--- src/rtl/pms_pkg.sv ---
// constants, types and decode helpers of the mode sequencer
package pms_pkg;
  localparam int MODE_W = 2;
  localparam logic [MODE_W-1:0] MODE_SLEEP  = 2'h0;
  localparam logic [MODE_W-1:0] MODE_NORMAL = 2'h3;
  localparam int CLK_FREQ_HZ  = 25000000;
  localparam int BASE_FREQ_HZ = 200;
  localparam int BASE_TICK_CYCLES = CLK_FREQ_HZ / BASE_FREQ_HZ;
  localparam int ADC_W  = 16;
  localparam int OSR_W  = 3;
  localparam int DATA_W = 24;
  localparam int COEF_W = 7;
  localparam int ODR_W  = 5;
  localparam int PER_W  = 18;
  localparam logic [OSR_W-1:0] OSR_MAX = 3'h5;
  localparam logic [ODR_W-1:0] ODR_MAX = 5'h11;

  typedef enum logic [4:0] {
    ST_SLEEP   = 5'h01,
    ST_TEMP    = 5'h02,
    ST_PRESS   = 5'h04,
    ST_FILT    = 5'h08,
    ST_STANDBY = 5'h10
  } pms_state_type;

  typedef enum logic [1:0] {
    PM_SLEEP  = 2'h0,
    PM_FORCED = 2'h1,
    PM_NORMAL = 2'h2
  } pms_pmode_type;

  // both middle codes select forced
  function automatic pms_pmode_type pms_decode(input logic [MODE_W-1:0] f);
    pms_pmode_type m;
    m = PM_FORCED;
    if (f == MODE_SLEEP) m = PM_SLEEP;
    if (f == MODE_NORMAL) m = PM_NORMAL;
    return m;
  endfunction

  // sleep reaches any mode, normal only sleep or normal, forced ends by itself
  function automatic logic pms_legal(input pms_pmode_type c, input pms_pmode_type n);
    return (c == PM_SLEEP) || ((c == PM_NORMAL) && (n != PM_FORCED));
  endfunction
endpackage

--- src/rtl/pms_ovs_acc.sv ---
// oversampling accumulator for one conversion
`timescale 1ns/100ps
`default_nettype none
module pms_ovs_acc #(
  parameter int AW = pms_pkg::ADC_W,
  parameter int OW = pms_pkg::OSR_W,
  parameter int DW = pms_pkg::DATA_W
) (
  // clock and reset
  input  wire logic          core_clk,
  input  wire logic          rst,
  // control
  input  wire logic          start,
  input  wire logic [OW-1:0] osr,
  // sample stream
  output logic               smp_req,
  input  wire logic          smp_valid,
  input  wire logic [AW-1:0] smp_data,
  // result
  output logic               done,
  output logic [DW-1:0]      result
);
  import pms_pkg::*;
  localparam int CW = 2 ** OW;

  logic          busy_q;
  logic [OW-1:0] osr_q;
  logic [CW-1:0] cnt_q;
  logic [DW-1:0] sum_q;

  wire [DW-1:0] sum_d = sum_q + DW'(smp_data);
  wire [CW-1:0] need  = CW'(1) << osr_q;
  wire          last  = smp_valid && (cnt_q == need - CW'(1));
  wire [OW-1:0] osr_c = (osr > OSR_MAX) ? OSR_MAX : osr;

  assign smp_req = busy_q;

  always_ff @(posedge core_clk or posedge rst) begin
    if (rst) begin
      busy_q <= 1'b0;
      osr_q  <= '0;
      cnt_q  <= '0;
      sum_q  <= '0;
      done   <= 1'b0;
      result <= '0;
    end else begin
      done <= 1'b0;
      if (start) begin
        busy_q <= 1'b1;
        osr_q  <= osr_c;
        cnt_q  <= '0;
        sum_q  <= '0;
      end else if (busy_q && smp_valid) begin
        sum_q <= sum_d;
        cnt_q <= cnt_q + CW'(1);
        if (last) begin
          busy_q <= 1'b0;
          done   <= 1'b1;
          result <= sum_d << (DW - AW - int'(osr_q));
        end
      end
    end
  end
endmodule
`default_nettype wire

--- src/rtl/pms_iir.sv ---
// single channel iir stage with serial divider
`timescale 1ns/100ps
`default_nettype none
module pms_iir #(
  parameter int DW = pms_pkg::DATA_W,
  parameter int CW = pms_pkg::COEF_W
) (
  // clock and reset
  input  wire logic          core_clk,
  input  wire logic          rst,
  // control
  input  wire logic          clear,
  input  wire logic          start,
  input  wire logic [CW-1:0] coef,
  input  wire logic [DW-1:0] din,
  // result
  output logic               busy,
  output logic               done,
  output logic [DW-1:0]      dout
);
  import pms_pkg::*;
  localparam int NW = DW + CW + 1;
  localparam int KW = $clog2(NW + 1);

  logic          primed_q;
  logic [NW-1:0] num_q;
  logic [CW:0]   den_q;
  logic [CW:0]   rem_q;
  logic [KW-1:0] cnt_q;

  wire [NW-1:0] prod   = NW'(dout) * NW'(coef) + NW'(din);
  wire [CW+1:0] rem_sh = {rem_q, num_q[NW-1]};
  wire          take   = rem_sh >= {1'b0, den_q};
  wire [CW+1:0] rem_df = rem_sh - {1'b0, den_q};
  wire [NW-1:0] quo_d  = {num_q[NW-2:0], take};

  always_ff @(posedge core_clk or posedge rst) begin
    if (rst) begin
      primed_q <= 1'b0;
      busy     <= 1'b0;
      done     <= 1'b0;
      dout     <= '0;
      num_q    <= '0;
      den_q    <= '0;
      rem_q    <= '0;
      cnt_q    <= '0;
    end else begin
      done <= 1'b0;
      if (start) begin
        // first value after a clear seeds the filter memory
        if (clear || !primed_q || (coef == '0)) begin
          dout     <= din;
          done     <= 1'b1;
          primed_q <= 1'b1;
        end else begin
          busy  <= 1'b1;
          num_q <= prod;
          den_q <= (CW+1)'(coef) + (CW+1)'(1);
          rem_q <= '0;
          cnt_q <= '0;
        end
      end else if (clear) begin
        primed_q <= 1'b0;
      end else if (busy) begin
        rem_q <= take ? rem_df[CW:0] : rem_sh[CW:0];
        num_q <= quo_d;
        cnt_q <= cnt_q + KW'(1);
        if (cnt_q == KW'(NW - 1)) begin
          busy <= 1'b0;
          done <= 1'b1;
          dout <= quo_d[DW-1:0];
        end
      end
    end
  end
endmodule
`default_nettype wire

--- src/rtl/pms_sequencer.sv ---
// power mode and measurement sequencer of the pressure sensor
`timescale 1ns/100ps
`default_nettype none
module pms_sequencer #(
  parameter int TICK_CYCLES = pms_pkg::BASE_TICK_CYCLES
) (
  // clock and reset
  input  wire logic                       core_clk,
  input  wire logic                       rst,
  // power control
  input  wire logic                       mode_wr,
  input  wire logic [pms_pkg::MODE_W-1:0] mode_wdata,
  output logic [pms_pkg::MODE_W-1:0]      mode_rd,
  output logic                            mode_pend,
  output logic                            mode_drop,
  // measurement configuration
  input  wire logic                       temp_en,
  input  wire logic                       press_en,
  input  wire logic [pms_pkg::OSR_W-1:0]  osr_t,
  input  wire logic [pms_pkg::OSR_W-1:0]  osr_p,
  input  wire logic [pms_pkg::ODR_W-1:0]  odr_sel,
  input  wire logic [pms_pkg::COEF_W-1:0] iir_coef,
  input  wire logic                       iir_wr,
  output logic                            cfg_err,
  // reset status
  input  wire logic                       soft_rst,
  input  wire logic                       por_rd,
  output logic                            por_flag,
  // conversion front end
  output logic                            adc_req,
  output logic                            adc_press,
  input  wire logic                       adc_valid,
  input  wire logic [pms_pkg::ADC_W-1:0]  adc_sample,
  // results
  output logic [pms_pkg::DATA_W-1:0]      temp_data,
  output logic [pms_pkg::DATA_W-1:0]      press_data,
  output logic                            data_rdy,
  output logic                            meas_busy
);
  import pms_pkg::*;
  localparam int TW = $clog2(TICK_CYCLES + 1);

  pms_state_type     state_q;
  pms_state_type     state_d;
  pms_state_type     first_st;
  pms_pmode_type     base_pm;
  pms_pmode_type     ap_pm;

  logic [MODE_W-1:0] mode_q;
  logic [MODE_W-1:0] mode_d;
  logic [MODE_W-1:0] base_mode;
  logic [MODE_W-1:0] ap_m;
  logic [MODE_W-1:0] pend_mode_q;
  logic              pend_q;
  logic              drop_q;
  logic              t_meas_q;
  logic              p_meas_q;
  logic              filt_go_q;
  logic              chan_q;
  logic              temp_en_q;
  logic              press_en_q;
  logic              por_q;
  logic              rdy_q;
  logic [DATA_W-1:0] t_raw_q;
  logic [DATA_W-1:0] p_raw_q;
  logic [DATA_W-1:0] temp_q;
  logic [DATA_W-1:0] press_q;
  logic [TW-1:0]     tick_q;
  logic [PER_W-1:0]  per_q;
  logic              per_done_q;

  logic              acc_go;
  logic              acc_chan;
  logic [OSR_W-1:0]  acc_osr;
  logic              acc_done;
  logic [DATA_W-1:0] acc_res;
  logic              iir_clr;
  logic              t_busy;
  logic              t_done;
  logic [DATA_W-1:0] t_out;
  logic              p_busy;
  logic              p_done;
  logic [DATA_W-1:0] p_out;

  // state decode
  wire in_sleep = (state_q == ST_SLEEP);
  wire in_stby  = (state_q == ST_STANDBY);
  wire in_temp  = (state_q == ST_TEMP);
  wire in_press = (state_q == ST_PRESS);
  wire in_filt  = (state_q == ST_FILT);
  wire busy     = in_temp | in_press | in_filt;

  // the filter stage is done once its start pulse has passed and both channels are idle
  wire filt_idle = !filt_go_q && !t_busy && !p_busy;
  wire end_meas  = in_filt && filt_idle;
  wire forced_q  = (pms_decode(mode_q) == PM_FORCED);

  // forced falls back to sleep as the period closes
  assign base_mode = (end_meas && forced_q) ? MODE_SLEEP : mode_q;

  // requests act at once when idle, else at the end of the period
  wire ap_v = end_meas ? (pend_q | mode_wr) : ((in_sleep | in_stby) & mode_wr);

  // a waiting request beats a write landing on the closing cycle
  assign ap_m = (end_meas && pend_q) ? pend_mode_q : mode_wdata;

  assign base_pm = pms_decode(base_mode);
  assign ap_pm   = pms_decode(ap_m);

  wire ap_ok = ap_v && pms_legal(base_pm, ap_pm);
  assign mode_d = ap_ok ? ap_m : base_mode;

  // normal-mode period in base ticks, codes above the top are clamped
  wire [ODR_W-1:0] odr_eff  = (odr_sel > ODR_MAX) ? ODR_MAX : odr_sel;
  wire [PER_W-1:0] presc    = PER_W'(1) << odr_eff;
  wire             tick_end = (tick_q == TW'(TICK_CYCLES - 1));
  wire             per_end  = tick_end && (per_q == presc - PER_W'(1));

  // leaving sleep starts a measurement right away
  wire wake     = ap_ok && (base_pm == PM_SLEEP) && (ap_pm != PM_SLEEP);
  wire go_sleep = (pms_decode(mode_d) == PM_SLEEP);
  // restart on the closing tick itself, the flag alone would add a cycle
  wire per_hit  = in_stby && (per_done_q || per_end) && !go_sleep;
  wire meas_go  = wake | per_hit;

  // a write while busy is parked, applied on the closing cycle, or dropped
  wire defer = busy && !end_meas && mode_wr && !pend_q;
  wire lost  = busy && mode_wr && pend_q;
  wire bad   = ap_v && !ap_ok;

  // temperature first, pressure second, either may be skipped
  assign first_st = temp_en ? ST_TEMP : (press_en ? ST_PRESS : ST_FILT);

  always_comb begin
    state_d = state_q;
    case (state_q)
      ST_SLEEP: begin
        if (meas_go) begin
          state_d = first_st;
        end
      end
      ST_STANDBY: begin
        if (meas_go) begin
          state_d = first_st;
        end else if (go_sleep) begin
          state_d = ST_SLEEP;
        end
      end
      ST_TEMP: begin
        if (acc_done) begin
          state_d = p_meas_q ? ST_PRESS : ST_FILT;
        end
      end
      ST_PRESS: begin
        if (acc_done) begin
          state_d = ST_FILT;
        end
      end
      ST_FILT: begin
        if (end_meas) begin
          if (meas_go) begin
            state_d = first_st;
          end else if (go_sleep) begin
            state_d = ST_SLEEP;
          end else begin
            state_d = ST_STANDBY;
          end
        end
      end
      default: begin
        state_d = ST_SLEEP;
      end
    endcase
  end

  // conversion launch and channel choice
  assign acc_go   = (meas_go && (temp_en || press_en)) || (in_temp && acc_done && p_meas_q);
  assign acc_chan = meas_go ? !temp_en : 1'b1;
  assign acc_osr  = acc_chan ? osr_p : osr_t;

  // filter memory is dropped on coefficient write, soft reset, enable fall or sleep to normal
  assign iir_clr = iir_wr | soft_rst
                 | (temp_en_q & !temp_en)
                 | (press_en_q & !press_en)
                 | (wake && (ap_pm == PM_NORMAL));

  // state and mode
  always_ff @(posedge core_clk or posedge rst) begin
    if (rst) begin
      state_q <= ST_SLEEP;
      mode_q  <= MODE_SLEEP;
    end else if (soft_rst) begin
      state_q <= ST_SLEEP;
      mode_q  <= MODE_SLEEP;
    end else begin
      state_q <= state_d;
      mode_q  <= mode_d;
    end
  end

  // parked mode request
  always_ff @(posedge core_clk or posedge rst) begin
    if (rst) begin
      pend_q      <= 1'b0;
      pend_mode_q <= MODE_SLEEP;
      drop_q      <= 1'b0;
    end else if (soft_rst) begin
      pend_q      <= 1'b0;
      pend_mode_q <= MODE_SLEEP;
      drop_q      <= 1'b0;
    end else begin
      drop_q <= lost | bad;
      if (end_meas) begin
        pend_q <= 1'b0;
      end else if (defer) begin
        pend_q      <= 1'b1;
        pend_mode_q <= mode_wdata;
      end
    end
  end

  // per-measurement bookkeeping
  always_ff @(posedge core_clk or posedge rst) begin
    if (rst) begin
      t_meas_q   <= 1'b0;
      p_meas_q   <= 1'b0;
      filt_go_q  <= 1'b0;
      chan_q     <= 1'b0;
      temp_en_q  <= 1'b0;
      press_en_q <= 1'b0;
    end else begin
      temp_en_q  <= temp_en;
      press_en_q <= press_en;
      filt_go_q  <= (state_d == ST_FILT) && !in_filt;
      if (meas_go) begin
        t_meas_q <= temp_en;
        p_meas_q <= press_en;
      end
      if (acc_go) begin
        chan_q <= acc_chan;
      end
    end
  end

  // raw conversion results
  always_ff @(posedge core_clk or posedge rst) begin
    if (rst) begin
      t_raw_q <= '0;
      p_raw_q <= '0;
    end else if (acc_done) begin
      if (chan_q) begin
        p_raw_q <= acc_res;
      end else begin
        t_raw_q <= acc_res;
      end
    end
  end

  // base tick and period counters, restarted at every measurement
  always_ff @(posedge core_clk or posedge rst) begin
    if (rst) begin
      tick_q     <= '0;
      per_q      <= '0;
      per_done_q <= 1'b0;
    end else if (meas_go || soft_rst) begin
      tick_q     <= '0;
      per_q      <= '0;
      per_done_q <= 1'b0;
    end else begin
      tick_q <= tick_end ? '0 : tick_q + TW'(1);
      if (per_end) begin
        per_done_q <= 1'b1;
      end
      if (tick_end && !per_done_q) begin
        per_q <= per_q + PER_W'(1);
      end
    end
  end

  // published data, kept until the next filtered value or a soft reset
  always_ff @(posedge core_clk or posedge rst) begin
    if (rst) begin
      temp_q  <= '0;
      press_q <= '0;
      rdy_q   <= 1'b0;
    end else if (soft_rst) begin
      temp_q  <= '0;
      press_q <= '0;
      rdy_q   <= 1'b0;
    end else begin
      rdy_q <= end_meas;
      if (t_done) begin
        temp_q <= t_out;
      end
      if (p_done) begin
        press_q <= p_out;
      end
    end
  end

  // reset-done flag: a new reset beats a read in the same cycle
  always_ff @(posedge core_clk or posedge rst) begin
    if (rst) begin
      por_q <= 1'b1;
    end else if (soft_rst) begin
      por_q <= 1'b1;
    end else if (por_rd) begin
      por_q <= 1'b0;
    end
  end

  pms_ovs_acc u_acc (
    .core_clk  (core_clk),
    .rst       (rst),
    .start     (acc_go),
    .osr       (acc_osr),
    .smp_req   (adc_req),
    .smp_valid (adc_valid),
    .smp_data  (adc_sample),
    .done      (acc_done),
    .result    (acc_res)
  );

  pms_iir u_iir_t (
    .core_clk (core_clk),
    .rst      (rst),
    .clear    (iir_clr),
    .start    (filt_go_q & t_meas_q),
    .coef     (iir_coef),
    .din      (t_raw_q),
    .busy     (t_busy),
    .done     (t_done),
    .dout     (t_out)
  );

  pms_iir u_iir_p (
    .core_clk (core_clk),
    .rst      (rst),
    .clear    (iir_clr),
    .start    (filt_go_q & p_meas_q),
    .coef     (iir_coef),
    .din      (p_raw_q),
    .busy     (p_busy),
    .done     (p_done),
    .dout     (p_out)
  );

  // status and data outputs
  assign mode_rd    = mode_q;
  assign mode_pend  = pend_q;
  assign mode_drop  = drop_q;
  assign cfg_err    = (odr_sel > ODR_MAX) || (osr_t > OSR_MAX) || (osr_p > OSR_MAX);
  assign por_flag   = por_q;
  assign adc_press  = chan_q;
  assign temp_data  = temp_q;
  assign press_data = press_q;
  assign data_rdy   = rdy_q;
  assign meas_busy  = busy;
endmodule
`default_nettype wire

--- config.mk ---
export PLATFORM = sky130hd
export DESIGN_NAME = pms_sequencer
export DESIGN_NICKNAME = d
export VERILOG_FILES = /design/src/rtl/pms_pkg.sv /design/src/rtl/pms_ovs_acc.sv /design/src/rtl/pms_iir.sv /design/src/rtl/pms_sequencer.sv
export SDC_FILE = /design/constraint.sdc
export NUM_CORES = 2
export LEC_CHECK = 0
export BUFFER_PORTS_ARGS = -buffer_cell sky130_fd_sc_hd__buf_4
export CELL_PAD_IN_SITES_DETAIL_PLACEMENT = 1
export CELL_PAD_IN_SITES_GLOBAL_PLACEMENT = 1
export CORE_UTILIZATION = 35
export CTS_CLUSTER_SIZE = 16
export DETAILED_ROUTE_END_ITERATION = 8
export PLACE_DENSITY = 0.64
export RECOVER_POWER = 25
export SLEW_MARGIN = 5
export SYNTH_ARGS = -nofsm -noshare
export SYNTH_HDL_FRONTEND = slang
export SYNTH_HIERARCHICAL = 1
export SYNTH_SLANG_ARGS = --single-unit
export TNS_END_PERCENT = 5
--- constraint.sdc ---
create_clock -name core_clk -period 8.9 [get_ports core_clk]
set_input_delay 1.335 -clock core_clk [delete_from_list [all_inputs] [get_ports core_clk]]
set_output_delay 1.335 -clock core_clk [all_outputs]
set_load 0.005 [all_outputs]
==> flow_summary.ini <==
[critical_path]
cp_data_required_time_ns = 9.43
crit_path_end_kind = flip-flop
arrival_ns = 7.18
start_kind = flip-flop
worst-setup-path-type = reg2reg
cp_max_fo = 40

[clock_network]
cts-root-buf = clkbuf_16
clkTransAtPathRegs_ns = 0.06
cts_num_sinks = 374
tritoncts = built
clk_latency_ns = 0.64
cts.path.max_buffers = 3
h-tree-depth = 2
cts_setup_buffers = 0
cts.repair.resized = 0
cts_hold_buf = 0
cts_buffers = 50

[min_path]
worstHoldPathType = reg2reg

[drt]
drt_iter0_markers = 1441
dr.pass1.iters = 6
drt_wl_total_mm = 101
drcViolationCount = 0
num_vias = 26200
wl_per_cell_um = 20.2
antenna_left = 0
viasPerCell = 5.26

[logic_synthesis]
netlist_top_cells_count = nand2_1 (470), inv_1 (423), dfrtp_1 (372)
ys_seq_area_share_pct = 28.4
synth.most_common_cell = nand2_1
async_flop_share_pct = 100
ys_warn_count = 6
avgSynthCellArea_um2 = 8.94
ys_types = 114
synth.ff_latch_count = 374
syn_inst = 3693
netlist_area_um2 = 33000
mappedNetlistNets = 4168
synth-edff-count = 0
yosys_most_used_dff = dfrtp_1
synth_area_leaders = dfrtp_1 (28%), fa_1 (16%), ha_1 (6.1%)
synth_top_area_share_pct = 28.2
synth_top_area_cell = dfrtp_1

[grt]
grt_max_degree = 90
grt.overflow.total = 0
grt_pass1_vias = 27900
grt_antenna_before_repair = 3
grtUsageTotal_pct = 21.6
grt_pass1_wl_mm = 163

[die]
pin_count = 103
die_area_um2 = 95600
coreArea_um2 = 93300
initial_core_util_pct = 35.4
fp.dieW_um = 309
chipHeight_um = 309
rows = 112

[cells_and_area]
antennaDiodeCount = 0
area_growth_pct = 10.6
fin_nets = 4156
instances_no_fill = 4975
layout-drive-gt1-share_pct = 9.41

[placed_design]
dp.cells = 4883
place_congestion = 0.875
dpl.hpwl_mm = 73.6
port_buffers = 102

[timing]
fmax_mhz = 150
fin_worst_skew_ns = 0.0208
slew_headroom_pct = -191
hold_violations = 0
maxSlewViolCount = 199
finalCriticalPeriod_ns = 6.65
fin_crit_sh_pct = 74.7
finalSetupViolCount = 0
worst_slew_pin_slew_ns = 4.35
tns_ns = 0
rsz0062_at_grt = false

[power_and_ir_drop]
p_per_area_nw_per_um2 = 239
p_leak_uw = 0.0173
vdd_drop_max_v = 0.000192

[job]
max-cap-violations = 4

[run_status]
outcome = finished, violations left
violations = max-capacitance violations, max-slew violations
-- report_power, final --
group	switching [uW]	internal [uW]
logic	2540	1530
clock network	866	1350
registers	448	1980
total	3850	4860
-- final cells by class --
| class | count | area [um2] |
|---|---|---|
| Clock inverter | 24 | 344 |
| Timing Repair Buffer | 131 | 965 |
| Sequential cell | 374 | 9360 |
| Tap cell | 1254 | 1570 |
| Inverter | 428 | 1610 |
| Clock buffer | 68 | 1460 |
| Fill cell | 11000 | 56800 |
| Multi-Input combinational cell | 2696 | 21200 |
-- worst max-delay path, stage by stage, from the launching register on --
cell and delay (ns):
dfrtp_1 0.51, nor4b_1 0.82, nand3_1 0.25, mux2i_1 0.32, ha_1 0.32, nor4b_1 0.37
mux2i_1 0.13, o221a_2 0.26, o211ai_1 0.16, o21ai_0 0.29, or2_2 0.40, a22o_1 0.23
buf_4 0.26, or4_1 0.59, nor2_1 0.17, nand3_1 0.71, nor2_1 0.47, a32oi_1 0.15
o31ai_1 0.11
-- stage by stage --
stage / power [uW] / hold WS, ns / worst slack [ns] / utilization (%) / cell area, um2
3_5_place_dp: 6510 / 0.462 / 2.13 / 37.2 / 34700
3_3_place_gp: 6450 / 0.453 / 2.14 / 37.2 / 34700
5_1_grt: 9400 / 0.494 / 1.75 / 39.1 / 36500
6_report: 8710 / 0.471 / 2.25 / 39.1 / 36500
4_1_cts: 8810 / 0.475 / 2.13 / 39.1 / 36500
2_1_floorplan: 5320 / 0.442 / 2.65 / - / 33000
-- cells in the final DEF, fill, tap and decap left out, drive strengths merged, types with 16 or more instances in the layout --
master,count
a31oi,25
nor2b,45
mux2,55
nor3,52
ha,161
xor2,69
nand2,470
o22ai,16
and3,37
o21a,17
or3,19
nor2,231
xnor2,68
mux2i,126
and2,182
dfrtp,372
fa,269
inv,424
o21ai,214
buf,126
nand4,50
a21o,46
clkbuf,73
nand3,77
a21oi,232
-- state kept, by name, summed over array words and instances, names as in the netlist, 6 cells and up --
register,cells
u_iir_p/num_q,32
u_iir_t/num_q,32
p_raw_q,24
press_data,24
t_raw_q,24
temp_data,24
u_acc/result,24
u_acc/sum_q,24
u_iir_p/dout,24
u_iir_t/dout,24
per_q,18
tick_q,17
u_acc/cnt_q,8
u_iir_p/den_q,8
u_iir_p/rem_q,8
u_iir_t/den_q,8
u_iir_t/rem_q,8
u_iir_p/cnt_q,6
u_iir_t/cnt_q,6
-- per-layer routing --
layer	vias up	part of all wire [%]	track usage, %
met5	-	0.019	0
met4	2	1.8	4.70
met3	93	4.4	3.39
met2	408	45	33.8
met1	13400	49	31.2
li1	12300	-	-
-- cell families after synthesis --
family	after synthesis	share of synthesized area (%)
and+or+nand+nor	1240	18.2
AOI/OAI and AO/OA	696	13.3
buffers and inverters	623	7.54
adders and majority gates	430	22.4
DFF	374	28.4
muxes	192	6.45
xor gates and xnor gates	138	3.77
-- final timing paths --
check | from | to | slack (ns) | cells past startpoint
max | u_iir_t/busy | u_acc/result[11] | 2.25 | 18
min | por_flag | por_flag | 0.47 | 2
max reg2reg | u_iir_t/busy | u_acc/result[11] | 2.25 | 18
min reg2reg | por_flag | por_flag | 0.47 | 2
max in group asynchronous | rst | temp_data[9] | 4.48 | 3
min in group asynchronous | rst | u_acc/result[23] | 1.08 | 2
Note: power is estimated with default switching activity, not from simulation.
